[src/dcc_pkg.sv]
// constants, tables and types shared by the dual-pack charge controller
package dcc_pkg;
    // clock and time base
    localparam int unsigned CLK_HZ        = 100_000_000;
    localparam int unsigned SEC_TICK_MS   = 1000;
    localparam int unsigned SEC_CYCLES    = CLK_HZ / 1000 * SEC_TICK_MS;
    localparam logic [5:0]  NDV_SAMPLE_S  = 6'd34;
    localparam logic [5:0]  TOPOFF_ON_S   = 6'd4;
    localparam logic [5:0]  TOPOFF_OFF_S  = 6'd30;
    localparam logic [15:0] SEC_PER_MIN   = 16'h003c;
    // voltage word scale and drop limit
    localparam int unsigned VOLT_LSB_UV   = 1000;
    localparam int unsigned NDV_DROP_MV   = 12;
    localparam logic [11:0] NDV_DROP_CODE = 12'(NDV_DROP_MV * 1000 / VOLT_LSB_UV);
    // three-level timer mode input codes
    localparam logic [1:0]  TRI_LOW       = 2'h0;
    localparam logic [1:0]  TRI_FLOAT     = 2'h1;
    localparam logic [1:0]  TRI_HIGH      = 2'h2;
    localparam logic [3:0]  TRI_LEVELS    = 4'h3;
    // mode table, index = sel_2 * 3 + sel_1
    localparam logic [8:0]  FC_LIMIT_MIN [0:8] = '{
        9'd360, 9'd180, 9'd90, 9'd45, 9'd23, 9'd180, 9'd90, 9'd45, 9'd23};
    localparam logic [15:0] HOLDOFF_S    [0:8] = '{
        16'd137, 16'd820, 16'd410, 16'd200, 16'd100, 16'd820, 16'd410, 16'd200, 16'd100};
    localparam logic [8:0]  TOPOFF_EN    = 9'h1e0;
    // register map
    localparam logic [11:0] REG_CTRL      = 12'h000;
    localparam logic [11:0] REG_STATUS    = 12'h004;
    localparam logic [31:0] CTRL_RESET    = 32'h0000_0001;
    localparam int unsigned CTRL_ENABLE   = 0;
    localparam logic [1:0]  RESP_OKAY     = 2'h0;
    localparam logic [1:0]  RESP_SLVERR   = 2'h2;
    // per-pack charge phases
    typedef enum logic [2:0] {
        ST_INIT, ST_PEND, ST_DISCH, ST_FAST, ST_TOPOFF, ST_DONE, ST_ABSENT
    } dcc_state_e;
endpackage

[src/dcc_top.sv]
// dual-pack charge controller: phase sequencing, gating outputs and register slave
//
// Overview of operation
// (RULE1) a falling edge on the pack A discharge command starts discharge to the lower limit.
// (RULE2) with the command held low, each new charge cycle starts with discharge.
// (RULE3) the negative delta voltage test runs only while its enable input is high.
// (RULE4) the two three-level mode inputs select time limit, hold-off and top-off.
// (RULE5) a temperature below cutoff ends fast or top-off charge for that pack only.
// (RULE6) each pack gate is high to pass charge current and low to block it.
// (RULE7) in regulation the gate follows the current sense comparator.
// (RULE8) with sense tied to ground the gate is high for the whole fast charge.
// (RULE9) discharge output stays high until the cell is below the lower limit, then qualification.
// (RULE10) the discharge command idles high, so a floating input does nothing.
// (RULE11) the discharge command edge overrides any phase in progress.
// (RULE12) each pack has a push-pull status output and an open-drain done output.
// (RULE13) a new cycle starts with discharge if the command is tied low, else qualification.
// (RULE14) with the test enabled, sample every 34 s and stop on a 12 mV drop below the peak.
// (RULE15) comparator flags are synchronised before any state decision.
//
// The AXI4-Lite register port and the register offsets are this design's own decisions.
`timescale 1ns/1ps
module dcc_top #(
    parameter int unsigned SEC_CYCLES = dcc_pkg::SEC_CYCLES
) (
    // clock and reset
    input  wire logic        aclk,
    input  wire logic        aresetn,
    // axi4-lite write
    input  wire logic [11:0] s_axi_awaddr,
    input  wire logic        s_axi_awvalid,
    output logic             s_axi_awready,
    input  wire logic [31:0] s_axi_wdata,
    input  wire logic [3:0]  s_axi_wstrb,
    input  wire logic        s_axi_wvalid,
    output logic             s_axi_wready,
    output logic [1:0]       s_axi_bresp,
    output logic             s_axi_bvalid,
    input  wire logic        s_axi_bready,
    // axi4-lite read
    input  wire logic [11:0] s_axi_araddr,
    input  wire logic        s_axi_arvalid,
    output logic             s_axi_arready,
    output logic [31:0]      s_axi_rdata,
    output logic [1:0]       s_axi_rresp,
    output logic             s_axi_rvalid,
    input  wire logic        s_axi_rready,
    // board switches and straps
    input  wire logic        discharge_command_n,
    input  wire logic        neg_delta_v_enable,
    input  wire logic [1:0]  timer_mode_sel_1,
    input  wire logic [1:0]  timer_mode_sel_2,
    // per-pack comparator flags, bit 0 pack a, bit 1 pack b
    input  wire logic [1:0]  below_edv,
    input  wire logic [1:0]  above_mcv,
    input  wire logic [1:0]  below_temp_cutoff,
    input  wire logic [1:0]  above_cold_limit,
    input  wire logic [1:0]  current_over,
    input  wire logic [1:0]  current_sense_grounded,
    // per-pack cell voltage words
    input  wire logic [11:0] pack_voltage_a,
    input  wire logic [11:0] pack_voltage_b,
    // pack outputs
    output logic [1:0]       charge_current_gate,
    output logic             discharge_drive,
    output logic             charge_status_a,
    output logic             charge_status_b,
    output logic [1:0]       fast_charge_done_o,
    output logic [1:0]       fast_charge_done_oe
);
    localparam int unsigned NF = 14;

    // flag synchroniser, discharge_command_n idles high like its pad pull-up
    logic [NF-1:0] sync1_q;
    logic [NF-1:0] sync2_q;
    logic [NF-1:0] flag_rst;
    assign flag_rst = {1'b1, {(NF-1){1'b0}}}; // RULE10
    always_ff @(posedge aclk) begin
        if (!aresetn) begin
            sync1_q <= flag_rst;
            sync2_q <= flag_rst;
        end else begin
            sync1_q <= {discharge_command_n, neg_delta_v_enable, below_edv, above_mcv,
                        below_temp_cutoff, above_cold_limit, current_over,
                        current_sense_grounded}; // RULE15
            sync2_q <= sync1_q; // RULE15
        end
    end

    logic       discharge_command_n_s;
    logic       neg_delta_v_enable_s;
    logic [1:0] edv_s;
    logic [1:0] mcv_s;
    logic [1:0] tcut_s;
    logic [1:0] cold_s;
    logic [1:0] iover_s;
    logic [1:0] gnd_s;
    assign {discharge_command_n_s, neg_delta_v_enable_s, edv_s, mcv_s, tcut_s, cold_s, iover_s, gnd_s} = sync2_q;

    // edge history for the command and the over-voltage flag
    logic       discharge_command_n_prev_q;
    logic [1:0] mcv_prev_q;
    logic       discharge_command_n_fall;
    always_ff @(posedge aclk) begin
        if (!aresetn) begin
            discharge_command_n_prev_q <= 1'b1;
            mcv_prev_q  <= 2'b00;
        end else begin
            discharge_command_n_prev_q <= discharge_command_n_s;
            mcv_prev_q  <= mcv_s;
        end
    end
    assign discharge_command_n_fall = discharge_command_n_prev_q & ~discharge_command_n_s; // RULE1 RULE11

    // one second tick from a divider
    logic [31:0] div_q;
    logic        tick;
    assign tick = (div_q == SEC_CYCLES - 1);
    always_ff @(posedge aclk) begin
        if (!aresetn || tick) begin
            div_q <= 32'h0000_0000;
        end else begin
            div_q <= div_q + 32'h0000_0001;
        end
    end

    // mode decode from the two three-level inputs
    logic [1:0]  tm1_lvl;
    logic [1:0]  tm2_lvl;
    logic [3:0]  mode_idx;
    logic [15:0] limit_s;
    logic [15:0] holdoff_s;
    logic        topoff_on;
    assign tm1_lvl   = (timer_mode_sel_1 > dcc_pkg::TRI_HIGH) ? dcc_pkg::TRI_FLOAT
                                                              : timer_mode_sel_1;
    assign tm2_lvl   = (timer_mode_sel_2 > dcc_pkg::TRI_HIGH) ? dcc_pkg::TRI_FLOAT
                                                              : timer_mode_sel_2;
    assign mode_idx  = 4'(tm2_lvl * dcc_pkg::TRI_LEVELS) + {2'b00, tm1_lvl}; // RULE4
    assign limit_s   = 16'({7'h00, dcc_pkg::FC_LIMIT_MIN[mode_idx]}
                           * dcc_pkg::SEC_PER_MIN); // RULE4
    assign holdoff_s = dcc_pkg::HOLDOFF_S[mode_idx]; // RULE4
    assign topoff_on = dcc_pkg::TOPOFF_EN[mode_idx]; // RULE4

    // control register, enable bit steers the phase machines
    logic [31:0] ctrl_q;
    logic        run;
    assign run = ctrl_q[dcc_pkg::CTRL_ENABLE];

    logic [11:0] volt [2];
    assign volt[0] = pack_voltage_a;
    assign volt[1] = pack_voltage_b;

    dcc_pkg::dcc_state_e st_q [2];
    logic [1:0] ndv_hit;
    logic [1:0] status_led;

    // per-pack phase machine and outputs
    for (genvar i = 0; i < 2; i++) begin : g_pack
        dcc_pkg::dcc_state_e st_d;
        logic [15:0] sec_q;
        logic [5:0]  samp_q;
        logic [11:0] peak_q;
        logic        samp_tick;
        logic        ho_done;
        logic        hot;
        logic        active;
        logic        dis_go;
        assign samp_tick  = tick && (samp_q == dcc_pkg::NDV_SAMPLE_S - 6'd1);
        assign ho_done    = (sec_q >= holdoff_s);
        assign hot        = tcut_s[i] | cold_s[i];
        assign dis_go     = (i == 0) && discharge_command_n_fall;
        assign ndv_hit[i] = samp_tick && neg_delta_v_enable_s && ho_done && (st_q[i] == dcc_pkg::ST_FAST)
                            && (peak_q > volt[i])
                            && (peak_q - volt[i] >= dcc_pkg::NDV_DROP_CODE); // RULE3 RULE14
        // top-off runs 4 s on in every 34 s window
        assign active     = (st_q[i] == dcc_pkg::ST_FAST)
                            || (st_q[i] == dcc_pkg::ST_TOPOFF
                                && samp_q < dcc_pkg::TOPOFF_ON_S);

        // next phase
        always_comb begin
            st_d = st_q[i];
            unique case (st_q[i])
                dcc_pkg::ST_INIT: begin
                    st_d = (i == 0 && !discharge_command_n_s) ? dcc_pkg::ST_DISCH
                                               : dcc_pkg::ST_PEND; // RULE2 RULE13
                end
                dcc_pkg::ST_PEND: begin
                    if (mcv_s[i]) begin
                        st_d = dcc_pkg::ST_ABSENT;
                    end else if (!hot && !edv_s[i]) begin
                        st_d = dcc_pkg::ST_FAST;
                    end
                end
                dcc_pkg::ST_DISCH: begin
                    if (edv_s[i]) begin
                        st_d = dcc_pkg::ST_PEND; // RULE9
                    end
                end
                dcc_pkg::ST_FAST: begin
                    // a hot or cold pack skips top-off so that no current follows
                    if (hot) begin
                        st_d = dcc_pkg::ST_DONE; // RULE5
                    end else if (ndv_hit[i] || (mcv_s[i] && ho_done) || sec_q >= limit_s) begin
                        st_d = topoff_on ? dcc_pkg::ST_TOPOFF : dcc_pkg::ST_DONE; // RULE4
                    end
                end
                dcc_pkg::ST_TOPOFF: begin
                    if (hot || mcv_s[i] || sec_q >= limit_s) begin // RULE5
                        st_d = dcc_pkg::ST_DONE;
                    end
                end
                dcc_pkg::ST_DONE: begin
                    if (mcv_s[i]) begin
                        st_d = dcc_pkg::ST_ABSENT;
                    end
                end
                dcc_pkg::ST_ABSENT: begin
                    if (mcv_prev_q[i] && !mcv_s[i]) begin
                        st_d = dcc_pkg::ST_INIT;
                    end
                end
                default: st_d = dcc_pkg::ST_INIT;
            endcase
            if (dis_go) begin
                st_d = dcc_pkg::ST_DISCH; // RULE1 RULE11
            end
            if (!run) begin
                st_d = dcc_pkg::ST_INIT;
            end
        end

        // phase register
        always_ff @(posedge aclk) begin
            if (!aresetn) begin
                st_q[i] <= dcc_pkg::ST_INIT;
            end else begin
                st_q[i] <= st_d;
            end
        end

        // phase timers restart on every phase change
        always_ff @(posedge aclk) begin
            if (!aresetn || st_d != st_q[i]) begin
                sec_q  <= 16'h0000;
                samp_q <= 6'h00;
            end else if (tick) begin
                sec_q  <= (sec_q == 16'hffff) ? sec_q : sec_q + 16'h0001;
                samp_q <= samp_tick ? 6'h00 : samp_q + 6'h01;
            end
        end

        // running peak of voltage samples during fast charge
        always_ff @(posedge aclk) begin
            if (!aresetn || st_q[i] != dcc_pkg::ST_FAST) begin
                peak_q <= 12'h000;
            end else if (samp_tick && volt[i] > peak_q) begin
                peak_q <= volt[i]; // RULE14
            end
        end

        // registered pack outputs
        always_ff @(posedge aclk) begin
            if (!aresetn) begin
                charge_current_gate[i] <= 1'b0;
                fast_charge_done_oe[i] <= 1'b0;
                fast_charge_done_o[i]  <= 1'b0;
                status_led[i]          <= 1'b1;
            end else begin
                charge_current_gate[i] <= active && (gnd_s[i] || !iover_s[i]); // RULE6 RULE7 RULE8
                fast_charge_done_oe[i] <= (st_q[i] == dcc_pkg::ST_DONE)
                                          || (st_q[i] == dcc_pkg::ST_TOPOFF); // RULE12
                fast_charge_done_o[i]  <= 1'b0;
                status_led[i]          <= !(active && !mcv_s[i]); // RULE12
            end
        end

        // checks on each pack
        property p_gate_idle;
            @(posedge aclk) disable iff (!aresetn)
            (st_q[i] inside {dcc_pkg::ST_PEND, dcc_pkg::ST_DONE, dcc_pkg::ST_DISCH})
            |=> !charge_current_gate[i];
        endproperty
        a_gate_idle: assert property (p_gate_idle) else $error("gate high while idle"); // RULE6
        property p_gate_reg;
            @(posedge aclk) disable iff (!aresetn)
            (st_q[i] == dcc_pkg::ST_FAST && !gnd_s[i])
            |=> (charge_current_gate[i] == !$past(iover_s[i]));
        endproperty
        a_gate_reg: assert property (p_gate_reg) else $error("gate ignores sense"); // RULE7
        property p_gate_gnd;
            @(posedge aclk) disable iff (!aresetn)
            (st_q[i] == dcc_pkg::ST_FAST && gnd_s[i]) |=> charge_current_gate[i];
        endproperty
        a_gate_gnd: assert property (p_gate_gnd) else $error("gated mode gate low"); // RULE8
        property p_temp_cut;
            @(posedge aclk) disable iff (!aresetn)
            (st_q[i] inside {dcc_pkg::ST_FAST, dcc_pkg::ST_TOPOFF}) && tcut_s[i] && !dis_go
            |=> !(st_q[i] inside {dcc_pkg::ST_FAST, dcc_pkg::ST_TOPOFF}) ##1
                !charge_current_gate[i];
        endproperty
        a_temp_cut: assert property (p_temp_cut) else $error("hot pack still charging"); // RULE5
        property p_ndv_gate;
            @(posedge aclk) disable iff (!aresetn)
            ndv_hit[i] && run && !dis_go
            |=> st_q[i] inside {dcc_pkg::ST_TOPOFF, dcc_pkg::ST_DONE};
        endproperty
        a_ndv_gate: assert property (p_ndv_gate) else $error("drop did not end charge"); // RULE14
        property p_done_flag;
            @(posedge aclk) disable iff (!aresetn)
            st_q[i] == dcc_pkg::ST_DONE |=> fast_charge_done_oe[i];
        endproperty
        a_done_flag: assert property (p_done_flag) else $error("done output idle"); // RULE12
    end

    // pack a discharge drive and status pins
    always_ff @(posedge aclk) begin
        if (!aresetn) begin
            discharge_drive <= 1'b0;
            charge_status_a <= 1'b1;
            charge_status_b <= 1'b1;
        end else begin
            discharge_drive <= (st_q[0] == dcc_pkg::ST_DISCH); // RULE9
            charge_status_a <= status_led[0];
            charge_status_b <= status_led[1];
        end
    end

    property p_dis_cmd;
        @(posedge aclk) disable iff (!aresetn)
        discharge_command_n_fall && run |=> (st_q[0] == dcc_pkg::ST_DISCH) ##1 discharge_drive;
    endproperty
    a_dis_cmd: assert property (p_dis_cmd) else $error("command edge ignored"); // RULE11
    property p_dis_end;
        @(posedge aclk) disable iff (!aresetn)
        st_q[0] == dcc_pkg::ST_DISCH && edv_s[0] && !discharge_command_n_fall && run
        |=> st_q[0] == dcc_pkg::ST_PEND ##1 !discharge_drive;
    endproperty
    a_dis_end: assert property (p_dis_end) else $error("discharge not ended"); // RULE9
    property p_auto_dis;
        @(posedge aclk) disable iff (!aresetn)
        st_q[0] == dcc_pkg::ST_INIT && !discharge_command_n_s && run |=> st_q[0] == dcc_pkg::ST_DISCH;
    endproperty
    a_auto_dis: assert property (p_auto_dis) else $error("no auto discharge"); // RULE2

    // axi4-lite write channel, address and data taken in either order
    logic [11:0] awaddr_q;
    logic [31:0] wdata_q;
    logic [3:0]  wstrb_q;
    logic        aw_full_q;
    logic        w_full_q;
    always_ff @(posedge aclk) begin
        if (!aresetn) begin
            s_axi_awready <= 1'b0;
            s_axi_wready  <= 1'b0;
            s_axi_bvalid  <= 1'b0;
            s_axi_bresp   <= dcc_pkg::RESP_OKAY;
            aw_full_q     <= 1'b0;
            w_full_q      <= 1'b0;
            awaddr_q      <= 12'h000;
            wdata_q       <= 32'h0000_0000;
            wstrb_q       <= 4'h0;
            ctrl_q        <= dcc_pkg::CTRL_RESET;
        end else begin
            if (s_axi_awready && s_axi_awvalid) begin
                awaddr_q      <= s_axi_awaddr;
                aw_full_q     <= 1'b1;
                s_axi_awready <= 1'b0;
            end else if (!aw_full_q && !s_axi_bvalid) begin
                s_axi_awready <= 1'b1;
            end
            if (s_axi_wready && s_axi_wvalid) begin
                wdata_q      <= s_axi_wdata;
                wstrb_q      <= s_axi_wstrb;
                w_full_q     <= 1'b1;
                s_axi_wready <= 1'b0;
            end else if (!w_full_q && !s_axi_bvalid) begin
                s_axi_wready <= 1'b1;
            end
            if (aw_full_q && w_full_q && !s_axi_bvalid) begin
                aw_full_q    <= 1'b0;
                w_full_q     <= 1'b0;
                s_axi_bvalid <= 1'b1;
                if (awaddr_q[11:2] == dcc_pkg::REG_CTRL[11:2]) begin
                    s_axi_bresp <= dcc_pkg::RESP_OKAY;
                    if (wstrb_q[0]) begin
                        ctrl_q[dcc_pkg::CTRL_ENABLE] <= wdata_q[dcc_pkg::CTRL_ENABLE];
                    end
                end else if (awaddr_q[11:2] == dcc_pkg::REG_STATUS[11:2]) begin
                    s_axi_bresp <= dcc_pkg::RESP_OKAY;
                end else begin
                    s_axi_bresp <= dcc_pkg::RESP_SLVERR;
                end
            end else if (s_axi_bvalid && s_axi_bready) begin
                s_axi_bvalid <= 1'b0;
            end
        end
    end
    // axi4-lite read channel
    logic [31:0] status_word;
    assign status_word = {20'h0_0000, fast_charge_done_oe, discharge_drive, status_led[1],
                          1'b0, 3'(st_q[1]), 1'b0, 3'(st_q[0])};
    always_ff @(posedge aclk) begin
        if (!aresetn) begin
            s_axi_arready <= 1'b0;
            s_axi_rvalid  <= 1'b0;
            s_axi_rdata   <= 32'h0000_0000;
            s_axi_rresp   <= dcc_pkg::RESP_OKAY;
        end else if (s_axi_arready && s_axi_arvalid) begin
            s_axi_arready <= 1'b0;
            s_axi_rvalid  <= 1'b1;
            s_axi_rresp   <= dcc_pkg::RESP_OKAY;
            if (s_axi_araddr[11:2] == dcc_pkg::REG_CTRL[11:2]) begin
                s_axi_rdata <= ctrl_q;
            end else if (s_axi_araddr[11:2] == dcc_pkg::REG_STATUS[11:2]) begin
                s_axi_rdata <= status_word;
            end else begin
                s_axi_rdata <= 32'h0000_0000;
                s_axi_rresp <= dcc_pkg::RESP_SLVERR;
            end
        end else if (s_axi_rvalid && s_axi_rready) begin
            s_axi_rvalid <= 1'b0;
        end else if (!s_axi_rvalid) begin
            s_axi_arready <= 1'b1;
        end
    end
endmodule

[config.mk]
export PLATFORM = sky130hd
export DESIGN_NAME = dcc_top
export DESIGN_NICKNAME = d
export VERILOG_FILES = /design/src/dcc_pkg.sv /design/src/dcc_top.sv
export SDC_FILE = /design/constraint.sdc
export NUM_CORES = 1
export LEC_CHECK = 0
export BUFFER_PORTS_ARGS = -buffer_cell sky130_fd_sc_hd__buf_2
export CAP_MARGIN = 5
export CORE_ASPECT_RATIO = 0.6
export CORE_MARGIN = 5
export CORE_UTILIZATION = 30
export CTS_CLUSTER_DIAMETER = 120
export DETAILED_ROUTE_END_ITERATION = 7
export PLACE_DENSITY = 0.57
export SLEW_MARGIN = 20
export SYNTH_ARGS = -nofsm -noshare
export SYNTH_HDL_FRONTEND = slang
export SYNTH_SLANG_ARGS = --single-unit
[constraint.sdc]
create_clock -name aclk -period 10.73 [get_ports aclk]
set_input_delay 2.146 -clock aclk [delete_from_list [all_inputs] [get_ports aclk]]
set_output_delay 2.146 -clock aclk [all_outputs]
set_load 0.005 [all_outputs]
# Word level (Yosys, flattened, before mapping)
# Memories as Yosys holds them, arrays and structs flattened.
# Cells that the tools add are included.
# op_classes
n_addsub,8
multipliers,2
n_lt_le_gt_ge,16
eq_ne,23
mux,46
n_bitwise,12
reduce_logical,82
# op_table
operator,n
$mux W3,21
$gt A12 B12 Y1,4
$pmux W3 S7,2
$logic_and A1 B1 Y1,35
$add A16 B1 Y16 const B,2
$add A32 B1 Y32 const B,1
$eq A16 B16 Y1 const B,2
$eq A32 B27 Y1 const B,1
$ge A16 B15 Y1,2
$ge A16 B16 Y1,2
$mux W16,2
$ge A12 B4 Y1 const B,2
$mux W12,2
$sub A12 B12 Y12,2
$eq A10 B1 Y1 const B,2
$logic_not A10 Y1,2
$logic_or A1 B1 Y1,19
$eq A3 B3 Y1 const B,6
$mux W9,2
$logic_not A1 Y1,14
$mux W2,7
$mul A9 B4 Y13 const B,1
$add A6 B1 Y6 const B,2
$eq A3 B2 Y1 const B,4
other kinds (21),50
# word_totals
regBits,198
ram_bits,6
mem_bits_ro,416
word_cells,227
n_memories,4
# mem_list
name,depth,word_bits,read_ports,rd_clocked_by_memory_dff,write_ports,line,text
(name not given),16,16,1,0,0,dcc_top.sv:140,assign holdoff_s = dcc_pkg::HOLDOFF_S[mode_idx];
(name not given),16,9,1,0,0,dcc_top.sv:138,"assign limit_s = 16'({7'h00, dcc_pkg::FC_LIMIT_MIN[mode_idx]}"
(name not given),16,1,1,0,0,dcc_top.sv:141,assign topoff_on = dcc_pkg::TOPOFF_EN[mode_idx];
st_q,2,3,2,0,2,dcc_top.sv:152,dcc_pkg::dcc_state_e st_q [2];

# Depth between registers and ports, before layout
# logic_depth
depth_word,22
ltp_mapped,34
ltp_nobuf,32

# Least setup slack after synthesis
# Ideal clock, no wire load.
# synth_timing
kind,input-to-reg
startpoint,input timer_mode_sel_2[0]
endpoint,register g_pack[1].samp_q[0]
setup_ps,64
arrival_time_ps,8805
slack_ps,1861
stages,34
path_cell_list,or2_2 -> ha_1 -> ha_1 -> inv_1 -> fa_1 -> clkbuf_1 -> nor2b_1 -> o21ai_0 -> inv_1 -> fa_1 -> inv_1 -> fa_1 -> ha_1 -> a21oi_1 -> o21bai_1 -> a21oi_1 -> nor2b_1 -> o21a_1 -> o21ai_0 -> nand2b_1 -> a21oi_1 -> xor2_1 -> ha_1 -> and3_1 -> and3_1 -> o211ai_1 -> a22oi_1 -> o211ai_1 -> a31oi_1 -> o31a_1 -> a31oi_1 -> o2111ai_2 -> buf_2 -> nor2_1
# synth_via
elab_chain_cells,21
# synth_lines
element,line,text
start: declaration,dcc_top.sv:51,"input wire logic [1:0] timer_mode_sel_2,"
$gt A2 B2 Y1,dcc_top.sv:135,assign tm2_lvl = (timer_mode_sel_2 > dcc_pkg::TRI_HIGH) ? dcc_pkg::TRI_FLOAT
$mux W2 (*),dcc_top.sv:135,
$mul A2 B2 Y4 (*),dcc_top.sv:137,"assign mode_idx = 4'(tm2_lvl * dcc_pkg::TRI_LEVELS) + {2'b00, tm1_lvl};"
$add A4 B2 Y4 (*),dcc_top.sv:137,
"parallel branches: the longest is 13 deep, another holds $ge A16 B15 Y1",--,
$pmux W3 S7 (*),dcc_top.sv:182,unique case (st_q[i])
$mux W3 (*),dcc_top.sv:227,if (!run) begin
$ne A3 B3 Y1 (*),dcc_top.sv:243,if (!aresetn || st_d != st_q[i]) begin
$logic_or A1 B1 Y1 (*),dcc_top.sv:243,
end signal: assignment,dcc_top.sv:248,samp_q <= samp_tick ? 6'h00 : samp_q + 6'h01;
end: declaration,dcc_top.sv:160,logic [5:0] samp_q;
# Every way passes the cells marked *. The select of a mux whose other input is x is not followed.
# A chain may end at the register's enable or synchronous reset.

# Final worst setup path
# layout_timing
startpoint,input timer_mode_sel_2[0]
endpoint,register g_pack[1].sec_q[12]
# layout_via
elab_chain_cells,21
# layout_lines
element,line,text
$gt A2 B2 Y1,dcc_top.sv:135,
$mux W2 (*),dcc_top.sv:135,
$mul A2 B2 Y4 (*),dcc_top.sv:137,
$add A4 B2 Y4 (*),dcc_top.sv:137,
"parallel branches: the longest is 13 deep, another holds $ge A16 B15 Y1",--,
$pmux W3 S7 (*),dcc_top.sv:182,
$mux W3 (*),dcc_top.sv:227,
$ne A3 B3 Y1 (*),dcc_top.sv:243,
$logic_or A1 B1 Y1 (*),dcc_top.sv:243,
end signal: assignment,dcc_top.sv:247,sec_q <= (sec_q == 16'hffff) ? sec_q : sec_q + 16'h0001;
end: declaration,dcc_top.sv:159,logic [15:0] sec_q;
# Marks and branches as above.

==> metrics.csv <==
stage,metric,value,unit
yosys,Post-Syn Area,11100,um2
timing,Setup Viol. Count Final,0,
timing,Setup TNS,0,ns
yosys,Synth Area per Inst,8.23,um2
yosys,Post-Synth Adder-Cell Area,14.7,%
yosys,complex-gate fraction of the synthesized area,14.7,%
global_route,antenna violations before repair,1,
cells_and_area,area of the multi-input gates,6740,um2
clock_tree,CTS tree,done,
floorplanning,height of the die,159,um
route,total wire length,25900,um
timing,max-slew violations,0,
floorplanning,starting density of the core,30.4,%
yosys,Post-Syn Instances,1347,
floorplanning,width of the die,258,um
placement,Final Wtd Congestion,0.831,
timing,skew final,0.0135,ns
global_route,largest net degree at the start of global routing,46,
clock_tree,# resized after CTS,0,
clock_tree,worst-skew pair later-pin latency,0.44,ns
timing,f_max,107,MHz
timing,hold_ws,0.411,ns
critical_path,CP max stage cell,fa_1,
worst_hold_path,HP Class,flip-flop to flip-flop,
critical_path,kind of end point of the critical path,flip-flop,
timing,Worst-Margin Slew,0.980,ns
floorplanning,die area,41000,um2
global_route,vias in the first global route,8695,
placement,IO Port Bufs,94,
yosys,Syn. warnings,0,
clock_tree,number of hold buffers added after cts,0,
yosys,sequential area share after synthesis,32.2,%
clock_tree,clock buffer depth,2,
critical_path,kind of critical path,input pin to flip-flop,
placement,DP Wirelength,20100,um
yosys,mux cell area share after synthesis,1.65,%
route,Remaining DRCs,0,
critical_path,CP Max Fanout,22,
cells_and_area,# fillers,3796,
clock_tree,Setup Buffers After CTS,0,
critical_path,max incr delay on CP,0.57,ns
timing,Max-Slew Margin vs Limit,34.7,%
global_route,grt total ovfl,0,
clock_tree,Num CTS Buffers,17,
floorplanning,I/O pin cnt,159,
yosys,Post-synth EDFFs,0,
yosys,simple-gate share of the synthesized area,23.4,%
run,Max Cap Violations,0,
timing,Final min period,9.34,ns
power_and_ir_drop,Lkg Pwr,0.00534,uW
yosys,synth unique cells,81,
cells_and_area,Layout area overhead,12.1,%
floorplanning,core box area,36400,um2
timing,unrepaired setup endpoints after global routing,no,
route,DR WL/cell,13.6,um
cells_and_area,Final nets,1642,
yosys,largest family of logic cells by synthesized area,simple AND/OR/NAND/NOR gates,
critical_path,most frequent CP cell,ha_1,
power_and_ir_drop,Worst VDD drop,0.131,mV
yosys,Yosys reg bits,178,
route,antenna violation net count after detailed routing,0,
status,outcome,"complete, no violations",
clock_tree,clk sink count,178,
route,starting DRC count in detailed routing,595,
route,routed via count,9060,
cells_and_area,share of layout cells above drive strength 1,12.2,%
floorplanning,# rows,54,
yosys,xor/xnor share of the synthesized area,5.53,%
critical_path,"Arr. time, crit path",9.70,ns
power_and_ir_drop,power density over cell area,175,nW/um2
route,Pre-antenna DRT Iters,5,
yosys,Main synth FF type,dfxtp_1,
route,vias per cell,4.76,
yosys,async set-reset flop share out of synthesis,0,%
clock_tree,H-tree levels,4,
global_route,All-Layer GR Usage,12.6,%
critical_path,Startpoint Class,input pin,
global_route,first-pass GRT wire length,43300,um
critical_path,CP Data Required Time,11.09,ns
clock_tree,cell chosen for the clock root,clkbuf_16,
cells_and_area,Sequential Area,3560,um2
timing,final period utilization,87.1,%
clock_tree,clk slew on worst S/H paths,0.07,ns
timing,"Hold Vio Cnt, Final",0,
cells_and_area,Layout Utilization,34.1,%
-- report_power, final --
group	switching, uW	internal [uW]	total, uW	leakage [uW]
sequential	26.3	678	705	0.00144
combinational	509	332	841	0.00362
clock	291	333	623	0.000279
total	826	1340	2170	0.00534
-- routing by layer --
layer,track usage [%],share of wire [%]
met2,17.9,40
met1,19.2,55
met4,3.39,1.7
met3,2.73,3.2
met5,0,0
-- flip-flops by register name (all words and copies together) (netlist names), 2 cells and up --
name                 cells
div_q                   32
g_pack.sec_q            32
g_pack.peak_q           24
sync1_q                 14
sync2_q                 14
g_pack.samp_q           12
awaddr_q                10
s_axi_rdata             10
st_q                     6
charge_current_gate      2
fast_charge_done_oe      2
mcv_prev_q               2
status_led               2
-- final cells by class --
type | count | area share [%]
multi-input combinational | 1005 | 54.3
timing repair buffer | 99 | 4.09
clock buffer | 18 | 3.54
tap | 476 | 4.79
clock inverter | 14 | 1.18
inverter | 113 | 3.41
sequential | 178 | 28.7
antenna | 1 | 0.0201
-- stage by stage --
step                      setup slack, ns  total power, uW  area [um2]  instances
after floorplan                      1.86             1350       11200       1372
after global placement               1.11             1530       11800       1871
after detailed placement            0.937             1560       11800       1871
after CTS                            1.40             2190       12400       1903
after global routing                0.769             2360       12400       1904
final                                1.39             2170       12400       1904
-- path summary, 6_finish.rpt --
path | startpoint | endpoint | slack [ns] | cells after the start
min reg2reg | sync2_q[3]$_SDFF_PN0_ | charge_current_gate[1]$_SDFF_PN0_ | 0.41 | 1
max | timer_mode_sel_2[0] | g_pack[1].sec_q[12]$_SDFFE_PP0P_ | 1.39 | 34
min | sync2_q[3]$_SDFF_PN0_ | charge_current_gate[1]$_SDFF_PN0_ | 0.41 | 1
max reg2reg | g_pack[1].peak_q[0]$_SDFFE_PP0P_ | g_pack[1].sec_q[12]$_SDFFE_PP0P_ | 7.02 | 14
-- critical path: cells and delay by family --
kind	cells	cell delay, ns
XOR/XNOR	1	0.32
AND/OR/NAND/NOR	7	1.21
buffers and inverters	5	0.62
adder cells (fa/ha/maj)	7	2.67
AO/OA/AOI/OAI	14	2.71
-- cells by family (layout without fill, tap and decap cells) --
| family | Yosys count | after routing |
|---|---|---|
| AO/OA/AOI/OAI | 244 | 244 |
| AND/OR/NAND/NOR | 527 | 527 |
| adder cells (fa/ha/maj) | 120 | 120 |
| XOR/XNOR | 70 | 70 |
| buffers and inverters | 189 | 244 |
| multiplexers | 18 | 18 |
| flip-flops | 178 | 178 |
| other | 1 | 27 |
-- layout by cell type (no fill, tap or decap), types with 24 or more instances in the layout --
cell type | netlist | routed
nand2b_1 | 32 | 31
nor3_1 | 24 | 24
buf_2 | 8 | 94
dfxtp_1 | 178 | 178
inv_1 | 111 | 111
ha_1 | 101 | 101
and2_1 | 33 | 33
xor2_1 | 33 | 33
nor2_1 | 172 | 172
conb_1 | 1 | 26
nand2_1 | 104 | 104
nand3_1 | 41 | 41
a21oi_1 | 85 | 85
xnor2_1 | 37 | 37
o21ai_0 | 34 | 34
-- cell usage after synthesis, types with 4 or more instances --
master,count,area share [%]
a21oi_1,85,3.8
a221oi_1,4,0.32
dfxtp_1,178,32
o31a_1,6,0.47
or2_2,5,0.28
and3_1,21,1.2
a21boi_0,6,0.41
buf_6,4,0.41
xor2_1,33,2.6
a22o_1,9,0.71
buf_4,30,2.0
nor4_1,11,0.62
nor3_1,24,1.1
o22ai_1,5,0.28
fa_1,18,3.3
a211oi_1,4,0.27
nor2_2,20,1.1
xnor2_1,37,2.9
o21ai_1,7,0.32
a22oi_1,4,0.27
inv_1,111,3.8
nand4_1,19,1.1
nor2b_1,14,0.79
and2_1,33,1.9
ha_1,101,11
o32ai_1,4,0.32
clkbuf_1,33,1.1
buf_2,8,0.36
o21ai_0,34,1.5
o211ai_1,12,0.81
and4_1,6,0.47
a31oi_1,9,0.51
a21o_1,13,0.88
mux2i_1,16,1.4
nor4b_1,4,0.32
nor3b_1,5,0.34
or3_1,4,0.23
nor2_1,172,5.8
nand2b_1,32,1.8
nand2_1,104,3.5
nand3_1,41,1.9
(Power assumes the default switching activity.)
